[src/shared/adcc_pkg.sv]
// Function
// - a conversion end sets done flag bit 7 of 0x11 until software writes it zero, reset 0.
// - bit 6 of register 0x11 is a read/write enable for the end-of-conversion interrupt, reset 0.
// - converter clock is instruction clock over 16, 8, 1 or 2 for codes 00 to 11, reset 00.
// - result bits 3 to 0 read back as bits 3 to 0 of register 0x11 and ignore writes.
// - result bits 11 to 4 read back from read-only register 0x12, which resets to zero.
// - bit 7 of 0x13 (reset 0) selects the external pin when one, else the internal level.
// - internal reference code 11 is the supply, 10 is 4V, 01 is 3V, 00 is 2V, reset 11.
// - the sampling pulse lasts 1, 2, 4 or 8 converter clocks for codes 00 to 11, reset 10.
// - resolution code 00 is 8-bit, 01 is 10-bit, 1x is 12-bit, reset 10.
// - one analog-only bit per analog pin, five on port A and six on port B, in 0x16 and 0x14.
// - a five-bit trim with a sign bit (one adds, zero subtracts) offsets the data, reset 0.
// - writing one to the mode register's start bit, with the enable bit also one, while idle starts a conversion; the bit reads zero.
// - read-only end-of-conversion bit is one with a valid result, zero while busy, reset one.
// - channel codes 0000 to 1010 select pins, 1011 a quarter of the supply and 1100 ground.
// - the converter runs only while enabled; all channels are off while global enable is zero.
package adcc_pkg;

	localparam int RES_W = 12;

	localparam logic [7:0] ADDR_MODE  = 8'h10;
	localparam logic [7:0] ADDR_FLAG  = 8'h11;
	localparam logic [7:0] ADDR_RESH  = 8'h12;
	localparam logic [7:0] ADDR_REF   = 8'h13;
	localparam logic [7:0] ADDR_SAMP  = 8'h14;
	localparam logic [7:0] ADDR_PIN   = 8'h16;
	localparam logic [7:0] ADDR_TRIM  = 8'h17;
	localparam logic [7:0] ADDR_STAT  = 8'h20;
	localparam logic [7:0] ADDR_MASK  = 8'h21;

	localparam int MODE_EN_BIT    = 7;
	localparam int MODE_START_BIT = 6;
	localparam int MODE_EOC_BIT   = 5;
	localparam int MODE_GCH_BIT   = 4;
	localparam int FLAG_DONE_BIT  = 7;
	localparam int FLAG_IE_BIT    = 6;
	localparam int REF_EXT_BIT    = 7;
	localparam int TRIM_SIGN_BIT  = 5;
	localparam int STAT_DONE_BIT  = 0;
	localparam int STAT_REFUSE_BIT = 1;

	localparam logic [1:0] RST_CLKDIV = 2'h0;
	localparam logic [1:0] RST_REFLVL = 2'h3;
	localparam logic [1:0] RST_SAMPW  = 2'h2;
	localparam logic [1:0] RST_RES    = 2'h2;
	localparam logic       RST_EOC    = 1'h1;

	localparam logic [3:0] BIT_TICKS   = 4'h4;
	localparam logic [3:0] CH_LAST     = 4'hC;
	localparam logic [RES_W-1:0] RES_MSB = 12'h800;

	typedef struct packed {
		logic [7:0] addr;
		logic [7:0] wdata;
		logic       wr;
		logic       rd;
	} adcc_req_t;

	typedef struct packed {
		logic             converter_enable;
		logic             channel_connect;
		logic [3:0]       input_channel_select;
		logic             external_reference_select;
		logic [1:0]       internal_reference_level;
		logic             sample_hold;
		logic [RES_W-1:0] trial_code;
		logic [4:0]       porta_analog_only;
		logic [5:0]       portb_analog_only;
	} adcc_analog_t;

	// cycles per converter clock, minus one
	function automatic logic [3:0] div_terminal(input logic [1:0] sel);
		unique case (sel)
			2'h0: div_terminal = 4'hF;
			2'h1: div_terminal = 4'h7;
			2'h2: div_terminal = 4'h0;
			2'h3: div_terminal = 4'h1;
		endcase
	endfunction

	function automatic logic [3:0] sample_ticks(input logic [1:0] sel);
		unique case (sel)
			2'h0: sample_ticks = 4'h1;
			2'h1: sample_ticks = 4'h2;
			2'h2: sample_ticks = 4'h4;
			2'h3: sample_ticks = 4'h8;
		endcase
	endfunction

	function automatic logic [RES_W-1:0] res_mask(input logic [1:0] sel);
		unique case (sel)
			2'h0:    res_mask = 12'hFF0;
			2'h1:    res_mask = 12'hFFC;
			default: res_mask = 12'hFFF;
		endcase
	endfunction

endpackage

[src/rtl/adcc_clkdiv.sv]
`timescale 1ns/1ps
module adcc_clkdiv
	import adcc_pkg::*;
(
	input  wire logic       clk,
	input  wire logic       resetn,
	input  wire logic       run,
	input  wire logic [1:0] div_sel,
	output logic            tick
);
	logic [3:0] cnt;

	// restarting at each conversion keeps the first converter clock a full period long
	always_ff @(posedge clk or negedge resetn) begin
		if (!resetn) begin
			cnt <= 4'h0;
		end else if (!run || cnt >= div_terminal(div_sel)) begin
			cnt <= 4'h0;
		end else begin
			cnt <= cnt + 4'h1;
		end
	end

	assign tick = run && (cnt >= div_terminal(div_sel));

endmodule

[src/rtl/adcc_top.sv]
// Strobed register access was decided locally.
`timescale 1ns/1ps
module adcc_top
	import adcc_pkg::*;
(
	input  wire logic   clk,
	input  wire logic   resetn,
	input  adcc_req_t   req,
	output logic [7:0]  rdata,
	input  wire logic   comparator_in,
	output adcc_analog_t analog,
	output logic        irq
);
	typedef enum logic [1:0] {ST_IDLE, ST_SAMPLE, ST_CONVERT, ST_FINISH} adcc_state_t;

	adcc_state_t      state;
	logic             conv_en;
	logic             gch_en;
	logic [3:0]       chan;
	logic             eoc;
	logic             done_flag;
	logic             irq_en;
	logic [1:0]       clkdiv;
	logic [RES_W-1:0] result;
	logic             ext_ref;
	logic [1:0]       ref_lvl;
	logic [1:0]       samp_w;
	logic [1:0]       res_sel;
	logic [4:0]       porta_only;
	logic [5:0]       portb_only;
	logic             trim_sign;
	logic [4:0]       trim_mag;
	logic [1:0]       stat;
	logic [1:0]       mask;
	logic [RES_W-1:0] sar;
	logic [RES_W-1:0] trial_bit;
	logic [3:0]       tick_cnt;
	logic             cmp_s1;
	logic             cmp_s2;
	logic             cmp_s3;
	logic             cmp_q;
	logic             cmp_now;
	logic             tick;
	logic             start_req;
	logic             accept;
	logic             refused;
	logic             done_evt;
	logic [12:0]      trim_sum;
	logic [RES_W-1:0] trimmed;
	logic [7:0]       next_rdata;

	function automatic logic wr_at(input adcc_req_t r, input logic [7:0] a);
		wr_at = r.wr && (r.addr == a);
	endfunction

	assign start_req = wr_at(req, ADDR_MODE) && req.wdata[MODE_START_BIT];
	assign accept    = start_req && req.wdata[MODE_EN_BIT] && (state == ST_IDLE);
	assign refused   = start_req && !accept;
	assign done_evt  = (state == ST_FINISH);
	// the level the synchroniser is about to take, so divide by 1 sees the new trial in time
	assign cmp_now   = (cmp_s2 == cmp_s3) ? cmp_s3 : cmp_q;

	adcc_clkdiv u_div (
		.clk     (clk),
		.resetn  (resetn),
		.run     (state == ST_SAMPLE || state == ST_CONVERT),
		.div_sel (clkdiv),
		.tick    (tick)
	);

	// comparator is analog; s1 feeds only s2, a level counts once s2 and s3 agree
	always_ff @(posedge clk or negedge resetn) begin
		if (!resetn) begin
			cmp_s1 <= 1'b0;
			cmp_s2 <= 1'b0;
			cmp_s3 <= 1'b0;
			cmp_q  <= 1'b0;
		end else begin
			cmp_s1 <= comparator_in;
			cmp_s2 <= cmp_s1;
			cmp_s3 <= cmp_s2;
			if (cmp_s2 == cmp_s3) begin
				cmp_q <= cmp_s3;
			end
		end
	end

	// mode register
	always_ff @(posedge clk or negedge resetn) begin
		if (!resetn) begin
			conv_en <= 1'b0;
			gch_en  <= 1'b0;
			chan    <= 4'h0;
		end else if (wr_at(req, ADDR_MODE)) begin
			conv_en <= req.wdata[MODE_EN_BIT];
			gch_en  <= req.wdata[MODE_GCH_BIT];
			chan    <= req.wdata[3:0];
		end
	end

	// conversion sequencer; a bit is decided on its fourth converter clock
	always_ff @(posedge clk or negedge resetn) begin
		if (!resetn) begin
			state     <= ST_IDLE;
			sar       <= '0;
			trial_bit <= '0;
			tick_cnt  <= 4'h0;
		end else if (!conv_en && state != ST_IDLE) begin
			state <= ST_IDLE;
		end else begin
			unique case (state)
				ST_IDLE: begin
					if (accept) begin
						state    <= ST_SAMPLE;
						tick_cnt <= 4'h0;
						sar      <= '0;
					end
				end
				ST_SAMPLE: begin
					if (tick) begin
						if (tick_cnt == sample_ticks(samp_w) - 4'h1) begin
							state     <= ST_CONVERT;
							tick_cnt  <= 4'h0;
							sar       <= RES_MSB;
							trial_bit <= RES_MSB;
						end else begin
							tick_cnt <= tick_cnt + 4'h1;
						end
					end
				end
				ST_CONVERT: begin
					if (tick) begin
						if (tick_cnt == BIT_TICKS - 4'h1) begin
							tick_cnt <= 4'h0;
							// comparator high: input at or above the trial, keep the bit
							if (((trial_bit >> 1) & res_mask(res_sel)) == '0) begin
								sar   <= cmp_now ? sar : (sar & ~trial_bit);
								state <= ST_FINISH;
							end else begin
								sar       <= (cmp_now ? sar : (sar & ~trial_bit)) | (trial_bit >> 1);
								trial_bit <= trial_bit >> 1;
							end
						end else begin
							tick_cnt <= tick_cnt + 4'h1;
						end
					end
				end
				ST_FINISH: begin
					state <= ST_IDLE;
				end
			endcase
		end
	end

	// trim counts in 12-bit steps and saturates at both ends
	always_comb begin
		if (trim_sign) begin
			trim_sum = {1'b0, sar} + {8'h00, trim_mag};
			trimmed  = trim_sum[12] ? 12'hFFF : trim_sum[11:0];
		end else begin
			trim_sum = {1'b0, sar} - {8'h00, trim_mag};
			trimmed  = trim_sum[12] ? 12'h000 : trim_sum[11:0];
		end
	end

	always_ff @(posedge clk or negedge resetn) begin
		if (!resetn) begin
			result <= '0;
		end else if (done_evt) begin
			result <= trimmed & res_mask(res_sel);
		end
	end

	always_ff @(posedge clk or negedge resetn) begin
		if (!resetn) begin
			eoc <= RST_EOC;
		end else if (accept) begin
			eoc <= 1'b0;
		end else if (done_evt || (!conv_en && state != ST_IDLE)) begin
			eoc <= 1'b1;
		end
	end

	// flag: a finish in the same cycle as a clearing write wins
	always_ff @(posedge clk or negedge resetn) begin
		if (!resetn) begin
			done_flag <= 1'b0;
			irq_en    <= 1'b0;
			clkdiv    <= RST_CLKDIV;
		end else begin
			if (done_evt) begin
				done_flag <= 1'b1;
			end else if (wr_at(req, ADDR_FLAG) && !req.wdata[FLAG_DONE_BIT]) begin
				done_flag <= 1'b0;
			end
			if (wr_at(req, ADDR_FLAG)) begin
				irq_en <= req.wdata[FLAG_IE_BIT];
				clkdiv <= req.wdata[5:4];
			end
		end
	end

	always_ff @(posedge clk or negedge resetn) begin
		if (!resetn) begin
			ext_ref <= 1'b0;
			ref_lvl <= RST_REFLVL;
		end else if (wr_at(req, ADDR_REF)) begin
			ext_ref <= req.wdata[REF_EXT_BIT];
			ref_lvl <= req.wdata[1:0];
		end
	end

	always_ff @(posedge clk or negedge resetn) begin
		if (!resetn) begin
			samp_w     <= RST_SAMPW;
			res_sel    <= RST_RES;
			porta_only <= 5'h00;
			portb_only <= 6'h00;
			trim_sign  <= 1'b0;
			trim_mag   <= 5'h00;
		end else begin
			if (wr_at(req, ADDR_SAMP)) begin
				portb_only[5:3] <= req.wdata[6:4];
				samp_w          <= req.wdata[3:2];
				res_sel         <= req.wdata[1:0];
			end
			if (wr_at(req, ADDR_PIN)) begin
				portb_only[2:0] <= req.wdata[7:5];
				porta_only      <= req.wdata[4:0];
			end
			if (wr_at(req, ADDR_TRIM)) begin
				trim_sign <= req.wdata[TRIM_SIGN_BIT];
				trim_mag  <= req.wdata[4:0];
			end
		end
	end

	// interrupt status, write one to clear; a new event wins over the clear
	always_ff @(posedge clk or negedge resetn) begin
		if (!resetn) begin
			stat <= 2'h0;
			mask <= 2'h0;
		end else begin
			stat <= (stat & ~(wr_at(req, ADDR_STAT) ? req.wdata[1:0] : 2'h0))
				| {refused, done_evt};
			if (wr_at(req, ADDR_MASK)) begin
				mask <= req.wdata[1:0];
			end
		end
	end

	assign irq = (|(stat & mask)) || (done_flag && irq_en);

	always_comb begin
		unique case (req.addr)
			ADDR_MODE: next_rdata = {conv_en, 1'b0, eoc, gch_en, chan};
			ADDR_FLAG: next_rdata = {done_flag, irq_en, clkdiv, result[3:0]};
			ADDR_RESH: next_rdata = result[11:4];
			ADDR_REF:  next_rdata = {ext_ref, 5'h00, ref_lvl};
			ADDR_SAMP: next_rdata = {1'b0, portb_only[5:3], samp_w, res_sel};
			ADDR_PIN:  next_rdata = {portb_only[2:0], porta_only};
			ADDR_TRIM: next_rdata = {2'h0, trim_sign, trim_mag};
			ADDR_STAT: next_rdata = {6'h00, stat};
			ADDR_MASK: next_rdata = {6'h00, mask};
			default:   next_rdata = 8'h00;
		endcase
	end

	always_ff @(posedge clk or negedge resetn) begin
		if (!resetn) begin
			rdata <= 8'h00;
		end else begin
			rdata <= req.rd ? next_rdata : 8'h00;
		end
	end

	always_comb begin
		analog.converter_enable          = conv_en;
		analog.channel_connect           = gch_en && (chan <= CH_LAST);
		analog.input_channel_select      = chan;
		analog.external_reference_select = ext_ref;
		analog.internal_reference_level  = ref_lvl;
		analog.sample_hold               = (state == ST_SAMPLE);
		analog.trial_code                = sar;
		analog.porta_analog_only         = porta_only;
		analog.portb_analog_only         = portb_only;
	end

	// helper counters watched only by the checks below
	logic [3:0] chk_hold;
	logic [4:0] chk_gap;
	always_ff @(posedge clk or negedge resetn) begin
		if (!resetn) begin
			chk_hold <= 4'h0;
			chk_gap  <= 5'h00;
		end else begin
			chk_hold <= (state != ST_SAMPLE) ? 4'h0 : (tick ? chk_hold + 4'h1 : chk_hold);
			chk_gap  <= (tick || state == ST_IDLE || state == ST_FINISH) ? 5'h00 : chk_gap + 5'h01;
		end
	end
endmodule

[config.mk]
export PLATFORM = sky130hd
export DESIGN_NAME = adcc_top
export DESIGN_NICKNAME = d
export VERILOG_FILES = /design/src/shared/adcc_pkg.sv /design/src/rtl/adcc_clkdiv.sv /design/src/rtl/adcc_top.sv
export SDC_FILE = /design/constraint.sdc
export NUM_CORES = 1
export LEC_CHECK = 0
export BUFFER_PORTS_ARGS = -buffer_cell sky130_fd_sc_hd__buf_4
export CAP_MARGIN = 20
export CORE_MARGIN = 3
export CORE_UTILIZATION = 35
export CTS_CLUSTER_SIZE = 24
export DETAILED_ROUTE_END_ITERATION = 10
export PLACE_DENSITY_LB_ADDON = 0.1
export SLEW_MARGIN = 15
export SYNTH_ARGS = -nofsm -noshare
export SYNTH_HDL_FRONTEND = slang
export SYNTH_SLANG_ARGS = --single-unit
[constraint.sdc]
create_clock -name clk -period 5.25 [get_ports clk]
set_input_delay 0.7875 -clock clk [delete_from_list [all_inputs] [get_ports clk]]
set_output_delay 0.7875 -clock clk [all_outputs]
set_load 0.1 [all_outputs]
==> summary.md <==
| Metric | Value |
|---|---|
| XOR/XNOR share of the synthesized area | under 10% |
| Status | finished clean |
| Critical Path Source Type | register |
| Layout cell share with drive strength beyond 1 | about 23% |
| Setup violators final | 0 |
| Cts hold-fix bufs | 0 |
| CTS Buf Count | 9 |
| Chip Height | between 100 and 150 um |
| Crit path max-delay cell type | nor4_2 |
| Final Cycle Share | 53.44% |
| Ys Warns | 0 |
| Netlist cell types | 67 |
| Clock-pin slew on the worst setup and hold paths | approximately 0.060 ns |
| Hold path depth | 0 |
| Post_cts resized | 0 |
| Hold Fails Final Rpt | 0 |
| Die area | approximately 18,000 sq um |
| DRT iter0 DRCs | between 300 and 400 |
| First-pass GRT wire length | roughly 26 mm |
| Routed WL per cell | ~19 um |
| Worst Skew | 0.007686 ns |
| Post-Syn Instances | roughly 590 |
| Syn nets | ~640 |
| Pin count of the biggest net entering global routing | 53 |
| Top cell type's share of synthesized area | roughly two fifths |
| I/O pin cnt | 63 |
| Pre-CTS setup slack | between 2 and 2.5 ns |
| WS Path Type | reg2reg |
| Commonest cells after routing, fill and taps aside | dfrtp_1 (92), nand2_1 (87), buf_4 (64) |
| Reg-to-reg startpoint | sar[0] |
| Post-route antenna net violation count | 0 |
| Fmax | between 300 and 400 MHz |
| Clock Latency Late Sink | about 0.35 ns |
| Diode count | 0 |
| Core area | approximately 16,000 sq um |
| Critical Path AT | ~3.0 ns |
| Clk sinks | 97 |
| Ys flop type | dfrtp_1 |
| Simple-Gate Fraction of Synth Area | a little under a fifth |
| Start point of the critical path | sar[0] |
| DIE WIDTH | about 130 um |
| Final worst slack | between 2 and 2.5 ns |
| Max H-tree Level | 3 |
| VDD IR max | around 0.20 mV |
| Number of setup buffers added after CTS | 0 |
| Antenna violations before repair | 0 |
| DR vias | between 4,000 and 5,000 |
| Largest family of logic cells by synthesized area | simple AND/OR/NAND/NOR gates |
| Most frequent CP cell | inv_1 |
| Synth async-reset ratio | 100.0% |
| Critical path cell sequence | inv_1 -> ha_1 -> inv_1 -> fa_1 -> a211oi_1 -> nor2_1 -> nor4_2 -> nor3b_1 -> a21oi_1 -> o21ai_0 |
| R2R cell count | 10 |
| Synth Area in Compound Gates | around 18% |
| Routability cong. | about 0.8 |
| Drt total wl | roughly 16 mm |
| Initial core utilization | approximately 36% |
| CP endpoint kind | register |
| Max Cap Viol | 0 |
| CP top delay family | simple AND/OR/NAND/NOR gates |
| Vias in the first global route | 4,612 |
| Root buf cell | clkbuf_16 |
| Tightest Hold Check Type | reg2reg |
| Final period demand of the worst path | roughly 2.8 ns |
| Pre-antenna DRT Iters | 5 |
| Syn avg cell area | 9.576 sq um |
| Largest cells by area after synthesis | dfrtp_1 (41%), mux2_2 (7.9%), nand2_1 (5.8%), ha_1 (4.4%), o21ai_0 (2.9%) |
| Synthesized area | between 5000 and 6000 sq um |
| Critical Path Stages | 10 |
| Setup TNS Final | 0 ns |
| DRC Markers | 0 |
| CP max FO | 5 |
| Dpl hpwl | 11.72 mm |
| Via-per-instance ratio | roughly 5.4 |
| Pwr per Cell Area | around 310 nW/um^2 |
| Static Leak | between 0.002 and 0.003 uW |
| Area Growth Syn to Fin | 15.89% |
| Post-synthesis mux area share | 9.269% |
| Max-slew headroom | 49.43% |
| Nets@finish | between 600 and 700 |
| Slowest cell delay on critical path | 0.51 ns |
| Synth Area in Adders | approximately 5.1% |
| GRT Overall Usage | a little under a fifth |
| Overflow after GRT | 0 |
| Max Transition Viols Final | 0 |
| Req. time, crit path | between 5 and 6 ns |
| Critical path destination | result[8] |
| Worst-Margin Slew | 0.7535 ns |
| Seq/Total Area, Yosys | 42.93% |
| R2R Path End | result[8] |
| Util after Layout | between 40% and 50% |
| CTS Buffer Depth | 2 |
| Post-synth EDFFs | 0 |
| Worst path bufs/invs | 2 |
| Input/output buffers | 62 |
| Total chip power | ~2000 uW |
| Commonest non-fill, non-tap cell in the layout | dfrtp_1 |
| R2R setup slack | approximately 2.4 ns |
| Std-Cell Rows | 45 |
| Fillers | around 1,600 |
| TritonCTS clock tree | built |
| FF+latch count, synth | 97 |
| Largest area contributor in the netlist | dfrtp_1 |
| RSZ-0062 raised after global routing | no |
-- synth_stat cells, drive strengths merged (3+ instances only) --
cell type  count
a21o          15
a21oi         31
a221oi         3
a222oi         5
a22o          11
a22oi          5
a31oi          5
and2           6
and3           6
buf            7
clkbuf        26
dfrtp         92
dfstp          5
ha            20
inv           24
mux2          41
mux2i          6
nand2         87
nand2b         6
nand3         18
nand3b         6
nand4          6
nor2          33
nor2b          9
nor3           9
nor3b          3
nor4           4
o211ai         4
o21ai         44
o22ai          5
o32ai          5
or2            4
xnor2          8
xor2           5
-- cell type report --
class / instances / area (sq um) / share of cell area, %
Multi-Input combinational cell: 438 / 3002 / 45.69
Timing Repair Buffer: 65 / 485.5 / 7.389
Tap cell: 211 / 264.0 / 4.018
Clock buffer: 11 / 242.7 / 3.695
Clock inverter: 4 / 52.55 / 0.7998
Inverter: 24 / 90.09 / 1.371
Sequential cell: 97 / 2434 / 37.04
-- worst min path at each step --
stage	start	to	slack (ns)
6_report	cmp_s1	cmp_s2	0.35
5_1_grt	cmp_s1	cmp_s2	0.36
4_1_cts	cmp_s1	cmp_s2	0.36
3_5_place_dp	cmp_s1	cmp_s2	0.34
3_3_place_gp	cmp_s1	cmp_s2	0.34
2_1_floorplan	cmp_s1	cmp_s2	0.33
-- metrics by stage --
stage                     cells  instance area, sq um  hold WS [ns]
after detailed placement    835                  6275        0.3397
final                       850                  6570        0.3515
after global routing        850                  6570        0.3571
after floorplan             592                  5669        0.3312
after global placement      834                  6270        0.3358
after CTS                   850                  6570        0.3550
-- registers in the layout (all words and copies together) (netlist names), 5 cells and up --
| name | flops |
|---|---|
| trim_mag | 5 |
| trial_bit | 12 |
| sar | 12 |
| result | 12 |
| porta_only | 5 |
| portb_only | 6 |
| rdata | 8 |
-- layer usage --
metal | GRT usage (%) | routed length, um | part of all wire [%]
met1 | 24.38 | 7307 | 46
met4 | 3.600 | 98 | 0.62
met2 | 30.67 | 7738 | 49
met3 | 3.437 | 727 | 4.6
met5 | 0 | 0 | 0
-- report_power, final --
| group | total [uW] | internal (uW) | switching (uW) | leakage, uW |
|---|---|---|---|---|
| combinational | 500 | 159 | 341 | 0.00155 |
| sequential | 886 | 809 | 76.3 | 0.00127 |
| clock | 661 | 382 | 280 | 0.000146 |
-- logic make-up (layout without fill, tap and decap cells) --
group,after synthesis,count (layout)
xor gates and xnor gates,13,13
buffers and inverters,57,104
muxes,47,47
DFF,97,97
AOI/OAI and AO/OA,146,146
adders and majority gates,22,22
and+or+nand+nor,210,210
No activity file was read; power rests on OpenSTA's default activity.
